===== src/ebs_pkg.sv =====
// Purpose: shared constants and types for the external bus cycle sequencer
// Assumes: 100 MHz system clock, all pins synchronous to it
// Notes: one clock per bus pin lag, pins are registered from the sequencer state
package ebs_pkg;

    localparam int ADDR_W = 24;
    localparam int DATA_W = 8;
    localparam int LEN_W = 4;
    localparam int CLK_PERIOD_NS = 10;

    // programmable state length range, in system clocks
    localparam logic [3:0] LEN_MIN = 4'h2;
    localparam logic [3:0] LEN_MAX = 4'hf;

    localparam logic [3:0] CNT_ZERO = 4'h0;
    localparam logic [3:0] CNT_ONE = 4'h1;

    // bus styles
    localparam logic STYLE_MUX = 1'b0;
    localparam logic STYLE_STROBE = 1'b1;

    // synchroniser idle levels: ready high, acknowledge released high
    localparam logic [1:0] SYNC_IDLE = 2'h3;
    localparam int SYNC_GO = 0;
    localparam int SYNC_ACK = 1;

    typedef enum logic [4:0] {
        ST_IDLE, ST_GAP,
        ST_T1, ST_T2, ST_T3, ST_TW, ST_T4,
        ST_S0, ST_S1, ST_S2, ST_S3, ST_S4, ST_SW, ST_S5, ST_S6, ST_S7
    } ebs_state_t;

    typedef struct packed {
        logic style;
        logic write;
        logic io;
        logic [ADDR_W-1:0] addr;
        logic [DATA_W-1:0] wdata;
    } ebs_req_t;

    typedef struct packed {
        logic [ADDR_W-1:0] addr;
        logic [DATA_W-1:0] dout;
        logic data_oe_n;
        logic cs_n;
        logic address_latch_pulse;
        logic read_strobe_n;
        logic store_strobe_n;
        logic memory_cycle_strobe_n;
        logic io_cycle_strobe_n;
        logic address_strobe_n;
        logic data_strobe_n;
        logic direction_select;
    } ebs_pins_t;

    localparam ebs_req_t REQ_RESET = '0;

endpackage


===== src/ebs_sync2.sv =====
// Purpose: two flop synchroniser for asynchronous peripheral inputs
// Assumes: first stage is read only by the second stage
// Notes: resets each input to its IDLE level, which for ready is its asserted level
`timescale 1ns/1ns
module ebs_sync2 #(
    parameter int WIDTH = 2,
    parameter logic [WIDTH-1:0] IDLE = '1
) (
    input wire logic clk,
    input wire logic resetn,
    input wire logic ce,
    input wire logic [WIDTH-1:0] din,
    output logic [WIDTH-1:0] dout
);

    logic [WIDTH-1:0] meta;

    always_ff @(posedge clk or negedge resetn) begin
        if (!resetn) begin
            meta <= IDLE;
            dout <= IDLE;
        end else if (ce) begin
            meta <= din;
            dout <= meta;
        end
    end

endmodule


===== src/ebs_state_timer.sv =====
// Purpose: counts system clocks within one bus state
// Assumes: len is already clamped to the legal range
// Notes: state_end marks the last clock of each timed state and stays low while clear is high
`timescale 1ns/1ns
module ebs_state_timer (
    input wire logic clk,
    input wire logic resetn,
    input wire logic ce,
    input wire logic clear,
    input wire logic [ebs_pkg::LEN_W-1:0] len,
    output logic [ebs_pkg::LEN_W-1:0] cnt,
    output logic state_end
);

    logic [ebs_pkg::LEN_W-1:0] last;

    assign last = ebs_pkg::LEN_W'(len - ebs_pkg::CNT_ONE);
    assign state_end = !clear && (cnt == last);

    always_ff @(posedge clk or negedge resetn) begin
        if (!resetn) begin
            cnt <= ebs_pkg::CNT_ZERO;
        end else if (ce) begin
            if (clear || cnt == last) begin
                cnt <= ebs_pkg::CNT_ZERO;
            end else begin
                cnt <= ebs_pkg::LEN_W'(cnt + ebs_pkg::CNT_ONE);
            end
        end
    end

endmodule


===== src/ebs_seq.sv =====
// Purpose: external bus cycle sequencer, multiplexed and strobe styles
// Assumes: one request at a time from the cpu side, pins synchronous to clk
// Notes: bus pins are registered and trail the sequencer state by one clock
//
// Contract
// multiplexed cycle is T1..T4, waits before T4
// T1 puts address on data, select asserted
// latch pulse high first half of T1
// read T2 releases data, asserts read strobes
// ready low before T3 inserts wait states
// T3 keeps all outputs as in T2
// read data captured at T4 start
// write T2 drives data, asserts store strobe
// write T4 drops strobe, holds lines
// strobe cycle is S0..S7 plus waits
// read sets direction high, address at S1
// read asserts both strobes at S2
// S4 waits for acknowledge, else wait states
// each wait lasts one whole bus state
// peripheral drives read data in S6
// entering S7 capture data, drop strobes
// peripheral releases acknowledge at S7
// write S0 returns direction high
// write S2 asserts address strobe, direction low
// write S3 drives data lines
// write S4 asserts data strobe, S5-S6 steady
// write S7 drops strobes, direction high after
// only low address byte shares data lines
// state length programmable two to fifteen
// style change adds one idle clock
// ready and acknowledge inputs synchronised
`timescale 1ns/1ns
module ebs_seq (
    input wire logic clk,
    input wire logic resetn,
    input wire logic ce,
    input wire logic [ebs_pkg::LEN_W-1:0] state_len,
    input wire logic req_valid,
    output logic req_ready,
    input wire ebs_pkg::ebs_req_t req,
    output logic done,
    output logic [ebs_pkg::DATA_W-1:0] rdata,
    output ebs_pkg::ebs_pins_t pins,
    input wire logic [ebs_pkg::DATA_W-1:0] data_in,
    input wire logic peripheral_go,
    input wire logic transfer_acknowledge_n
);

    ebs_pkg::ebs_state_t state;
    ebs_pkg::ebs_state_t next_state;
    ebs_pkg::ebs_req_t cur;
    logic [ebs_pkg::LEN_W-1:0] eff_len;
    logic [ebs_pkg::LEN_W-1:0] half;
    logic [ebs_pkg::LEN_W-1:0] cnt;
    logic state_end;
    logic timer_clear;
    logic [1:0] sync_in;
    logic [1:0] sync_out;
    logic go_s;
    logic ack_s;
    logic wait_pend;
    logic last_style;
    logic have_prev;
    logic switch_style;
    logic accept;

    // clamp keeps a misprogrammed length from shrinking a state below two clocks
    function automatic logic [ebs_pkg::LEN_W-1:0] clamp_len(
        input logic [ebs_pkg::LEN_W-1:0] l
    );
        if (l < ebs_pkg::LEN_MIN) begin
            return ebs_pkg::LEN_MIN;
        end
        return l;
    endfunction

    // first base state of a cycle in the given style
    function automatic ebs_pkg::ebs_state_t first_state(
        input logic style
    );
        if (style == ebs_pkg::STYLE_STROBE) begin
            return ebs_pkg::ST_S0;
        end
        return ebs_pkg::ST_T1;
    endfunction

    function automatic ebs_pkg::ebs_pins_t drive(
        input ebs_pkg::ebs_state_t s,
        input logic [ebs_pkg::LEN_W-1:0] c,
        input logic [ebs_pkg::LEN_W-1:0] h,
        input ebs_pkg::ebs_req_t r
    );
        ebs_pkg::ebs_pins_t p;
        p = '0;
        p.addr = r.addr;
        p.dout = r.wdata;
        p.data_oe_n = 1'b1;
        p.cs_n = 1'b1;
        p.address_latch_pulse = 1'b0;
        p.read_strobe_n = 1'b1;
        p.store_strobe_n = 1'b1;
        p.memory_cycle_strobe_n = 1'b1;
        p.io_cycle_strobe_n = 1'b1;
        p.address_strobe_n = 1'b1;
        p.data_strobe_n = 1'b1;
        p.direction_select = 1'b1;
        case (s)
            // address on data lines
            ebs_pkg::ST_T1: begin
                p.cs_n = 1'b0;
                p.data_oe_n = 1'b0;
                // low byte only
                p.dout = r.addr[ebs_pkg::DATA_W-1:0];
                // latch pulse half
                p.address_latch_pulse = (c < h);
            end
            // T3 same as T2
            ebs_pkg::ST_T2, ebs_pkg::ST_T3, ebs_pkg::ST_TW: begin
                p.cs_n = 1'b0;
                p.memory_cycle_strobe_n = r.io;
                p.io_cycle_strobe_n = !r.io;
                if (r.write) begin
                    // write data out
                    p.data_oe_n = 1'b0;
                    p.store_strobe_n = 1'b0;
                end else begin
                    // release, read strobe
                    p.read_strobe_n = 1'b0;
                end
            end
            // hold lines, drop strobe
            ebs_pkg::ST_T4: begin
                p.cs_n = 1'b0;
                p.memory_cycle_strobe_n = r.io;
                p.io_cycle_strobe_n = !r.io;
                p.data_oe_n = !r.write;
            end
            // direction high in S0
            // write also starts high
            ebs_pkg::ST_S0: begin
                p.direction_select = 1'b1;
            end
            ebs_pkg::ST_S1: begin
                p.cs_n = 1'b0;
            end
            // both strobes at S2
            ebs_pkg::ST_S2: begin
                p.cs_n = 1'b0;
                p.address_strobe_n = 1'b0;
                p.data_strobe_n = r.write;
                // write direction low
                p.direction_select = !r.write;
            end
            // write data driven
            ebs_pkg::ST_S3: begin
                p.cs_n = 1'b0;
                p.address_strobe_n = 1'b0;
                p.data_strobe_n = r.write;
                p.direction_select = !r.write;
                p.data_oe_n = !r.write;
            end
            // data strobe from S4
            ebs_pkg::ST_S4, ebs_pkg::ST_SW, ebs_pkg::ST_S5, ebs_pkg::ST_S6: begin
                p.cs_n = 1'b0;
                p.address_strobe_n = 1'b0;
                p.data_strobe_n = 1'b0;
                p.direction_select = !r.write;
                p.data_oe_n = !r.write;
            end
            // strobes off in S7
            ebs_pkg::ST_S7: begin
                p.cs_n = 1'b0;
                p.direction_select = !r.write;
                p.data_oe_n = !r.write;
            end
            default: begin
                p.data_oe_n = 1'b1;
            end
        endcase
        return p;
    endfunction

    // programmable length
    assign eff_len = clamp_len(state_len);
    assign half = eff_len >> 1;

    // input synchronisers
    assign sync_in[ebs_pkg::SYNC_GO] = peripheral_go;
    assign sync_in[ebs_pkg::SYNC_ACK] = transfer_acknowledge_n;

    ebs_sync2 #(
        .WIDTH(2),
        .IDLE(ebs_pkg::SYNC_IDLE)
    ) u_sync (
        .clk(clk),
        .resetn(resetn),
        .ce(ce),
        .din(sync_in),
        .dout(sync_out)
    );

    assign go_s = sync_out[ebs_pkg::SYNC_GO];
    assign ack_s = !sync_out[ebs_pkg::SYNC_ACK];

    assign timer_clear = (state == ebs_pkg::ST_IDLE) || (state == ebs_pkg::ST_GAP);

    ebs_state_timer u_timer (
        .clk(clk),
        .resetn(resetn),
        .ce(ce),
        .clear(timer_clear),
        .len(eff_len),
        .cnt(cnt),
        .state_end(state_end)
    );

    // style change gap
    assign switch_style = have_prev && (req.style != last_style);
    // the gap clock takes the request itself, so a style change costs one clock
    assign req_ready = ((state == ebs_pkg::ST_IDLE) && !switch_style)
        || (state == ebs_pkg::ST_GAP);
    assign accept = req_valid && req_ready;

    always_comb begin
        next_state = state;
        case (state)
            ebs_pkg::ST_IDLE: begin
                if (req_valid && switch_style) begin
                    next_state = ebs_pkg::ST_GAP;
                end else if (req_valid) begin
                    next_state = first_state(req.style);
                end
            end
            ebs_pkg::ST_GAP: begin
                if (req_valid) begin
                    next_state = first_state(req.style);
                end else begin
                    next_state = ebs_pkg::ST_IDLE;
                end
            end
            // four base states
            ebs_pkg::ST_T1: if (state_end) next_state = ebs_pkg::ST_T2;
            ebs_pkg::ST_T2: if (state_end) next_state = ebs_pkg::ST_T3;
            ebs_pkg::ST_T3: begin
                // wait after T3
                if (state_end) begin
                    next_state = wait_pend ? ebs_pkg::ST_TW : ebs_pkg::ST_T4;
                end
            end
            ebs_pkg::ST_TW: if (state_end && go_s) next_state = ebs_pkg::ST_T4;
            ebs_pkg::ST_T4: if (state_end) next_state = ebs_pkg::ST_IDLE;
            // eight base states
            ebs_pkg::ST_S0: if (state_end) next_state = ebs_pkg::ST_S1;
            ebs_pkg::ST_S1: if (state_end) next_state = ebs_pkg::ST_S2;
            ebs_pkg::ST_S2: if (state_end) next_state = ebs_pkg::ST_S3;
            ebs_pkg::ST_S3: if (state_end) next_state = ebs_pkg::ST_S4;
            ebs_pkg::ST_S4: begin
                // acknowledge check
                if (state_end) begin
                    next_state = ack_s ? ebs_pkg::ST_S5 : ebs_pkg::ST_SW;
                end
            end
            // whole state wait
            ebs_pkg::ST_SW: if (state_end && ack_s) next_state = ebs_pkg::ST_S5;
            ebs_pkg::ST_S5: if (state_end) next_state = ebs_pkg::ST_S6;
            ebs_pkg::ST_S6: if (state_end) next_state = ebs_pkg::ST_S7;
            // peripheral releases acknowledge here
            ebs_pkg::ST_S7: if (state_end) next_state = ebs_pkg::ST_IDLE;
            default: next_state = ebs_pkg::ST_IDLE;
        endcase
    end

    always_ff @(posedge clk or negedge resetn) begin
        if (!resetn) begin
            state <= ebs_pkg::ST_IDLE;
        end else if (ce) begin
            state <= next_state;
        end
    end

    always_ff @(posedge clk or negedge resetn) begin
        if (!resetn) begin
            cur <= ebs_pkg::REQ_RESET;
        end else if (ce && accept) begin
            cur <= req;
        end
    end

    // remembers the last style run
    always_ff @(posedge clk or negedge resetn) begin
        if (!resetn) begin
            last_style <= ebs_pkg::STYLE_MUX;
            have_prev <= 1'b0;
        end else if (ce) begin
            if (accept || state == ebs_pkg::ST_GAP) begin
                last_style <= req.style;
                have_prev <= 1'b1;
            end
        end
    end

    // ready sampled on last T2 clock
    always_ff @(posedge clk or negedge resetn) begin
        if (!resetn) begin
            wait_pend <= 1'b0;
        end else if (ce) begin
            if (state == ebs_pkg::ST_T2 && state_end) begin
                wait_pend <= !go_s;
            end
        end
    end

    // pins trail the state by one clock so every strobe edge is glitch free
    always_ff @(posedge clk or negedge resetn) begin
        if (!resetn) begin
            pins <= drive(ebs_pkg::ST_IDLE, ebs_pkg::CNT_ZERO, ebs_pkg::CNT_ZERO,
                          ebs_pkg::REQ_RESET);
        end else if (ce) begin
            pins <= drive(state, cnt, half, cur);
        end
    end

    // capture at T4 start
    // capture entering S7
    always_ff @(posedge clk or negedge resetn) begin
        if (!resetn) begin
            rdata <= '0;
        end else if (ce && !cur.write && cnt == ebs_pkg::CNT_ZERO) begin
            if (state == ebs_pkg::ST_T4 || state == ebs_pkg::ST_S7) begin
                rdata <= data_in;
            end
        end
    end

    // done pulses one clock after the last clock of T4 or S7, in step with the pins
    always_ff @(posedge clk or negedge resetn) begin
        if (!resetn) begin
            done <= 1'b0;
        end else if (ce) begin
            done <= state_end && (state == ebs_pkg::ST_T4 || state == ebs_pkg::ST_S7);
        end
    end

endmodule


===== config.mk =====
export PLATFORM = sky130hd
export DESIGN_NAME = ebs_seq
export DESIGN_NICKNAME = d
export VERILOG_FILES = /design/src/ebs_pkg.sv /design/src/ebs_sync2.sv /design/src/ebs_state_timer.sv /design/src/ebs_seq.sv
export SDC_FILE = /design/constraint.sdc
export NUM_CORES = 1
export LEC_CHECK = 0
export BUFFER_PORTS_ARGS = -buffer_cell sky130_fd_sc_hd__buf_4
export CORE_MARGIN = 3
export CORE_UTILIZATION = 54
export DETAILED_ROUTE_END_ITERATION = 6
export PLACE_DENSITY_LB_ADDON = 0.3
export SYNTH_ARGS = -nofsm -noshare
export SYNTH_HDL_FRONTEND = slang
export SYNTH_HIERARCHICAL = 1
export SYNTH_SLANG_ARGS = --single-unit

===== constraint.sdc =====
create_clock -name clk -period 3.1 [get_ports clk]
set_input_delay 0.62 -clock clk [delete_from_list [all_inputs] [get_ports clk]]
set_output_delay 0.62 -clock clk [all_outputs]
set_load 0.02 [all_outputs]

==> flow_metrics.tcl, run 1 <==
set metrics [dict create \
    worstPathArrival_ns 1.86 \
    cp_slowest_stage_delay_ns 0.59 \
    vias 3075 \
    syn-num-nets 408 \
    r2r-start "u_timer/cnt[3]$_DFFE_PN0P_" \
    hold_path.class "in2async" \
    start_util 0.5690 \
    fin_skew_ns 0.01552 \
    drc 0 \
    rsz0062_at_grt "no" \
    first_global_vias 3285 \
    cts_hold_buf 0 \
    drt-pass1-iter-count 4 \
    syn_to_final_growth_pct 23.75 \
    fin_crit_ns 2.479 \
    die_y_um 97.17 \
    post-route-period-util 0.7998 \
    required_ns 2.48 \
    drt-wirelength-per-cell_um 16.35 \
    syn_area_um2 4488 \
    drive_gt1_frac 0.4902 \
    root_buffer "clkbuf_8" \
    synth.area.top_cells "dfrtp_1 (49%), mux2_2 (18%), dfstp_2 (7.6%)" \
    cts_made_buffers 9 \
    grt_usage 0.2036 \
    cts.path.max_buffers 2 \
    synth-edff-count 0 \
    port-buffer-count 104 \
    die_area_um2 9441 \
    post-route-util 0.7042 \
    finalSetupViolCount 0 \
    ys_warn_count 6 \
    fmax_mhz 403.3 \
    h-tree-depth 3 \
    cp_slowest_cell "dfrtp_1" \
    path_clk_slew_ns 0.10 \
    ys_types 51 \
    post-cts-setup-buffers 0 \
    ant_nets 0 \
    avgViaCountPerCell 5.501 \
    design_area_um2 5554 \
    post-place-ws_ns 0.3448 \
    detailed_place_hpwl_um 6443 \
    design.core.area_um2 7888 \
    finalWirelength_um 9142 \
    reg2regPathDepth 6 \
    pwr_density_cell_nw_per_um2 996.8 \
    path_cells "nor3_1, o31a_1, buf_4" \
    rr_endpoint "state[1]$_DFFE_PN0P_" \
    gp_congestion 0.8291 \
    regToRegSetupSlack_ns 1.02 \
    dieWidth_um 97.17 \
    ctsResizeCount 0 \
    synthCells 351 \
    grt-ovfl-total 0 \
    worstSkewPairLatency_ns 0.37 \
    async_reset_ff_frac 1.000 \
    drv_cap 0 \
    worstSetupPathType "reg2out" \
    stdcell_count 559 \
    path_buf_inv 1 \
    vdd_drop_max_mv 0.5361 \
    yosysTopAreaCell "dfrtp_1" \
    ys_seq_area_frac 0.5612 \
    cp_top_family "flip-flops" \
    end_kind "primary output" \
    ys.flop_type "dfrtp_1" \
    syn_avg_cell_area_um2 12.79 \
    grt_pass1_wl_um 15730 \
    start_kind "flop" \
    n_antenna_cell 0 \
    cts_tree "yes" \
    finalHoldViolations 0 \
    worstPathMaxFanout 17 \
    status "finished clean" \
    slew_violations 0 \
    synth.most_common_cell "dfrtp_1" \
    cts_num_sinks 100 \
    fin_nets 509 \
    fin_setup_tns_ns 0 \
    tightest_slew_ns 0.6161 \
    placed_area_um2 5363 \
    synth_common_cells "dfrtp_1 (87), mux2_2 (73), a21oi_1 (21)" \
    p_leak_nw 2.495 \
    relSlewSlack 0.5893 \
    dp.cells 543 \
    setup_ws_ns 0.6207 \
    antenna_found_initial 0 \
    synth_top_area_frac 0.4851 \
    grt_start_max_net_pins 56 \
    synth_seq_cells 100 \
    rows 32 \
    drt_iter0_drc 145 \
    finalPower_mw 5.537 \
    io_pins 105 \
    hold_ws_ns 0.2572 \
]
worst register-to-register path: stages, from the launching register on:
cell and delay, ns:
dfrtp_1 0.47, xnor2_1 0.25, xnor2_1 0.13, nor4_2 0.33
nor2b_1 0.25, a31o_2 0.21, mux2_2 0.33
placed cells by master (no fill, tap or decap), types with 2 or more instances in the layout:
cell / count
nor2_1: 17
inv_6: 2
a21oi_1: 21
dfstp_2: 13
nand2_1: 8
o21bai_1: 2
or2_2: 2
inv_8: 2
xnor2_1: 10
nand2b_1: 4
dfrtp_1: 87
o32a_1: 2
inv_1: 12
mux2_2: 73
mux2i_1: 8
nand3_1: 4
nor2b_1: 3
nand4_1: 3
a21o_1: 3
o32ai_1: 2
nor3_2: 2
nor3b_1: 2
ha_1: 4
buf_4: 112
a31oi_1: 3
nor3_1: 7
o21ai_0: 9
clkbuf_8: 9
a31o_2: 2
o21a_1: 3
o31a_1: 2
o221ai_1: 2
worst max-delay path by stage:
stage,start,to,slack [ns],depth (start not counted)
after CTS,state[1]$_DFFE_PN0P_,req_ready,0.65,3
after detailed placement,state_len[3],state[1]$_DFFE_PN0P_,0.34,9
after global placement,state_len[3],state[2]$_DFFE_PN0P_,0.43,9
after floorplan,state_len[3],state[1]$_DFFE_PN0P_,0.45,8
final,state[1]$_DFFE_PN0P_,req_ready,0.62,3
after global routing,state[1]$_DFFE_PN0P_,req_ready,0.52,3
cell families after synthesis:
| family | synth area share |
|---|---|
| flip-flops | 0.5612 |
| multiplexers | 0.2010 |
| buffers and inverters | 0.03735 |
| AND/OR/NAND/NOR | 0.07583 |
| adder cells (fa/ha/maj) | 0.01115 |
| AO/OA/AOI/OAI | 0.09396 |
| XOR/XNOR | 0.01951 |
power by group:
part / internal [mW] / total, mW / leakage, nW / switching [mW]
Combinational: 1.19 / 2.35 / 1.22 / 1.17
Sequential: 1.93 / 2.38 / 1.18 / 0.448
Clock: 0.316 / 0.804 / 0.0941 / 0.488
Total: 3.43 / 5.54 / 2.50 / 2.10
metal layers:
| metal | GRT usage | wire, µm | share of wire | vias up |
|---|---|---|---|---|
| li1 | - | - | - | 1461 |
| met1 | 0.2554 | 3890 | 0.43 | 1518 |
| met2 | 0.3312 | 4518 | 0.49 | 85 |
| met3 | 0.08327 | 628 | 0.069 | 11 |
| met4 | 0.04752 | 105 | 0.011 | 0 |
| met5 | 0 | 0 | 0 | - |
layout make-up:
class,instances,area [µm²]
Tap cell,102,127.6
Fill cell,572,2333
Multi-Input combinational cell,215,1807
Clock buffer,10,127.6
Inverter,13,48.80
Sequential cell,100,2519
Timing Repair Buffer,113,860.8
Clock inverter,6,63.81
registers in the layout, summed over array words and instances, names as in the netlist:
register and flops:
done 1, last_style 1, rdata 8, wait_pend 1, have_prev 1, u_sync/meta 2
u_sync/dout 2, pins 42, cur 34, u_timer/cnt 4, state 4
No activity file was read; power rests on OpenSTA's default activity.
==> run 2: changes to the inputs <==
--- a/config.mk
+++ b/config.mk
@@ -7,7 +7,7 @@
 export LEC_CHECK = 0
 export BUFFER_PORTS_ARGS = -buffer_cell sky130_fd_sc_hd__buf_4
 export CORE_MARGIN = 3
-export CORE_UTILIZATION = 54
+export CORE_UTILIZATION = 48
 export DETAILED_ROUTE_END_ITERATION = 6
 export PLACE_DENSITY_LB_ADDON = 0.3
 export SYNTH_ARGS = -nofsm -noshare
==> constraint.sdc (replaced) <==
create_clock -name clk -period 2.1 [get_ports clk]
set_input_delay 0.42 -clock clk [delete_from_list [all_inputs] [get_ports clk]]
set_output_delay 0.42 -clock clk [all_outputs]
set_load 0.02 [all_outputs]
==> flow_metrics.tcl, run 2 (synthesis gave the netlist of run 1 again) <==
set metrics [dict create \
    cts_made_buffers 9 \
    path_clk_slew_ns 0.10 \
    required_ns 2.38 \
    die_y_um 102.7 \
    vias 3154 \
    grt_start_max_net_pins 59 \
    h-tree-depth 3 \
    grt-ovfl-total 0 \
    drt-pass1-iter-count 4 \
    worstPathMaxFanout 3 \
    reg_top3 "pins (42), cur (34), rdata (8)" \
    root_buffer "clkbuf_8" \
    ant_nets 0 \
    drt-wirelength-per-cell_um 16.49 \
    pwr_density_cell_nw_per_um2 1467 \
    design_area_um2 5812 \
    drive_gt1_frac 0.5263 \
    finalSetupViolCount 0 \
    design.core.area_um2 8891 \
    final_common_cell "buf_4" \
    drc 0 \
    fin_nets 527 \
    status "finished clean" \
    post-route-period-util 0.9668 \
    finalWirelength_um 9614 \
    finalPower_mw 8.526 \
    cts_num_sinks 100 \
    detailed_place_hpwl_um 6866 \
    start_util 0.5048 \
    relSlewSlack 0.5758 \
    fin_skew_ns 0.008956 \
    worstSkewPairLatency_ns 0.36 \
    max_flop_register "pins" \
    p_leak_nw 2.626 \
    die_area_um2 10550 \
    placed_area_um2 5524 \
    num-fill-cells 692 \
    cts_tree "yes" \
    rows 34 \
    n_antenna_cell 0 \
    antenna_found_initial 0 \
    fmax_mhz 492.6 \
    worstPathArrival_ns 2.31 \
    largest_register_ffs 42 \
    first_global_vias 3261 \
    tightest_slew_ns 0.6363 \
    regToRegSetupSlack_ns 0.12 \
    gp_congestion 0.9098 \
    vdd_drop_max_mv 0.7454 \
    slew_violations 0 \
    fin_crit_ns 2.030 \
    port-buffer-count 104 \
    worstSetupPathType "in2reg" \
    drv_cap 0 \
    mostFrequentLayoutCells "buf_4 (126), dfrtp_1 (86), mux2_2 (71)" \
    avgViaCountPerCell 5.410 \
    end_kind "flop" \
    syn_to_final_growth_pct 29.50 \
    grt_pass1_wl_um 15480 \
    dieWidth_um 102.7 \
    drt_iter0_drc 126 \
    finalHoldViolations 0 \
    cts.path.max_buffers 2 \
    hold_path.class "in2reg" \
    start_kind "input port" \
    io_pins 105 \
    grt_usage 0.1882 \
]
-- run 2: path summary, 6_finish.rpt --
check,startpoint,to,cells after the start
setup / recovery,state_len[3],wait_pend$_DFFE_PN0P_,11
hold / removal,req[11],cur[11]$_DFFE_PN0P_,2
setup reg to reg,u_timer/cnt[3]$_DFFE_PN0P_,wait_pend$_DFFE_PN0P_,8
hold reg to reg,pins[7]$_DFFE_PN0P_,pins[7]$_DFFE_PN0P_,1
max in group asynchronous,resetn,pins[6]$_DFFE_PN1P_,3
min in group asynchronous,resetn,rdata[6]$_DFFE_PN0P_,2
-- run 2: repair_timing --
action | CTS | global route
endpoints found under the hold margin | 1 | 0
hold buffers | 1 | 0
setup buffers | 0 | 3
endpoints found under the setup margin | 0 | 2
gates resized for setup | 0 | 8
-- run 2: layout make-up --
type | count | area (µm²) | area share
Clock buffer | 10 | 137.6 | 0.02368
Clock inverter | 6 | 78.83 | 0.01356
Inverter | 13 | 48.80 | 0.008396
Multi-Input combinational cell | 215 | 1864 | 0.3208
Sequential cell | 100 | 2520 | 0.4336
Tap cell | 108 | 135.1 | 0.02325
Timing Repair Buffer | 131 | 1027 | 0.1768
-- run 2: worst max-delay path: stages --
cell and delay, ns:
buf_4 0.12, o31a_1 0.34, inv_2 0.08, ha_4 0.20, xnor2_2 0.13, nor4_2 0.25, nor2b_4 0.25, buf_6 0.12
and3_4 0.18, a21oi_2 0.05, a31oi_1 0.16
-- run 2: stage by stage --
step	worst slack [ns]	std cells	hold WS, ns	setup TNS, ns	util
after floorplan	-0.1899	351	0.1244	-0.4545	-
after global placement	-0.2097	563	0.3947	-0.7374	0.6213
after detailed placement	-0.2523	563	0.4014	-0.9125	0.6213
after CTS	0.001950	580	0.2642	0	0.6468
after global routing	-0.01381	583	0.2714	-0.01381	0.6537
final	0.06976	583	0.2841	0	0.6537
-- run 2: power breakdown --
part,internal [mW],switching (mW),total (mW)
clock,0.609,0.695,1.30
sequential,2.85,0.635,3.49
combinational,1.91,1.83,3.73
-- run 2: per-layer routing --
layer  wire, µm  GRT usage  vias up
met4        160    0.07366        0
met3        562    0.05007       12
met1       4034     0.2379     1577
li1           -          -     1493
met2       4856     0.3098       72
met5          0          0        -
==> run 3: changes to the inputs <==
--- a/config.mk
+++ b/config.mk
@@ -6,7 +6,6 @@
 export NUM_CORES = 1
 export LEC_CHECK = 0
 export BUFFER_PORTS_ARGS = -buffer_cell sky130_fd_sc_hd__buf_4
-export CORE_MARGIN = 3
 export CORE_UTILIZATION = 48
 export DETAILED_ROUTE_END_ITERATION = 6
 export PLACE_DENSITY_LB_ADDON = 0.3
==> flow_metrics.tcl, run 3 (synthesis gave the netlist of run 1 again) <==
set metrics [dict create \
    start_kind "input port" \
    drt-wirelength-per-cell_um 15.85 \
    pwr_density_cell_nw_per_um2 1447 \
    cp_slowest_cell "o31a_1" \
    rows 34 \
    die_y_um 98.70 \
    grt_start_max_net_pins 57 \
    post-route-period-util 0.9717 \
    slew_violations 0 \
    fmax_mhz 490.1 \
    port-buffer-count 104 \
    worstSetupPathType "in2reg" \
    largest_register_ffs 42 \
    antenna_found_initial 0 \
    swShare 0.3705 \
    io_pins 105 \
    hold_path.class "in2reg" \
    reg_top3 "pins (42), cur (34), rdata (8)" \
    drv_cap 0 \
    regToRegSetupSlack_ns 0.13 \
    avgViaCountPerCell 5.330 \
    path_cells "buf_4, o31a_1, inv_1, ha_1, xnor2_1, nor4_2, nor2b_4, a31o_4, mux2_4" \
    drt_iter0_drc 113 \
    path_clk_slew_ns 0.10 \
    worstSkewPairLatency_ns 0.36 \
    required_ns 2.34 \
    n_antenna_cell 0 \
    ant_nets 0 \
    grt_pass1_wl_um 15640 \
    intPower_mw 5.198 \
    dieWidth_um 98.70 \
    finalSetupViolCount 0 \
    power.share.combinational 0.438 \
    num-fill-cells 693 \
    syn_to_final_growth_pct 27.15 \
    start_util 0.5048 \
    cts_num_sinks 100 \
    grt-ovfl-total 0 \
    worstPathArrival_ns 2.28 \
    max_flop_register "pins" \
    seqPwrFrac 0.422 \
    switching_power_mw 3.060 \
    drc 0 \
    h-tree-depth 3 \
    vdd_drop_max_mv 0.8158 \
    whs_path_depth 2 \
    vias 3070 \
    fin_nets 520 \
    p_clk_frac 0.139 \
    cts_made_buffers 9 \
    reg2regPathDepth 6 \
    fin_crit_ns 2.041 \
    cts_tree "yes" \
    fin_skew_ns 0.01321 \
    grt_usage 0.2040 \
    relSlewSlack 0.6121 \
    cp_top_family "compound AO/OA/AOI/OAI gates" \
    drt-pass1-iter-count 4 \
    die_area_um2 9741 \
    cp_slowest_stage_delay_ns 0.34 \
    tightest_slew_ns 0.5819 \
    fin_setup_tns_ns 0 \
    mostFrequentLayoutCells "buf_4 (119), dfrtp_1 (87), mux2_2 (71)" \
    finalWirelength_um 9132 \
    hold_ws_ns 0.2857 \
    final_common_cell "buf_4" \
    cts.path.max_buffers 2 \
    rsz0062_at_grt "no" \
    design.core.area_um2 8891 \
    root_buffer "clkbuf_8" \
    status "finished clean" \
    end_kind "flop" \
    finalHoldViolations 0 \
    p_leak_nw 2.578 \
    drive_gt1_frac 0.5064 \
    finalPower_mw 8.258 \
    critical_path_depth 9 \
    first_global_vias 3313 \
    worstPathMaxFanout 4 \
    detailed_place_hpwl_um 6512 \
    gp_congestion 0.8529 \
    path_buf_inv 2 \
]
run 3: worst paths after layout:
check / startpoint / to
worst max-delay path: state_len[1] / state[1]$_DFFE_PN0P_
worst min-delay path: req[33] / cur[33]$_DFFE_PN0P_
worst max register to register: u_timer/cnt[3]$_DFFE_PN0P_ / state[1]$_DFFE_PN0P_
worst min register to register: pins[6]$_DFFE_PN1P_ / pins[6]$_DFFE_PN1P_
max in group asynchronous: resetn / pins[8]$_DFFE_PN1P_
min in group asynchronous: resetn / cur[16]$_DFFE_PN0P_
run 3: metrics by stage:
stage                     setup slack (ns)  std cells  instance area [µm²]  utilization
final                              0.05940        576                 5707       0.6419
after global routing              0.009279        576                 5707       0.6419
after CTS                          0.06617        576                 5703       0.6414
after detailed placement           -0.3018        559                 5507       0.6193
after global placement             -0.2415        559                 5507       0.6193
after floorplan                    -0.1899        351                 4512            -
run 3: area by class of cell:
| cell class | count | area, µm² | area share |
|---|---|---|---|
| well taps | 108 | 135.1 | 0.02368 |
| clock inverters | 5 | 35.03 | 0.006139 |
| clock buffers | 11 | 151.4 | 0.02653 |
| inverters | 13 | 48.80 | 0.008551 |
| repair buffers | 124 | 983.4 | 0.1723 |
| flip-flops and latches | 100 | 2519 | 0.4414 |
| multi-input cells | 215 | 1834 | 0.3214 |
run 3: layer usage:
metal / up-vias / global-route usage / share of wire
met5: - / 0 / 0
met4: 0 / 0.06200 / 0.012
met3: 9 / 0.05319 / 0.054
met2: 66 / 0.3673 / 0.52
met1: 1518 / 0.2394 / 0.42
li1: 1477 / - / -
run 3: power groups by stage:
stage               registers [mW]  clock network, mW  logic, mW
finish                        3.49               1.15       3.62
global route                  3.63               1.26       3.90
CTS                           3.50               1.18       3.66
detailed placement            3.54                  0       3.65
global placement              3.47                  0       3.55
floorplan                     3.87                  0       1.90
run 3: what timing repair did:
item                                    in CTS  in global routing
hold buffers                                 1                  0
buffers inserted                             0                  0
hold endpoints to repair                    26                  0
resized for setup                            0                  1
endpoints found under the setup margin       0                  2
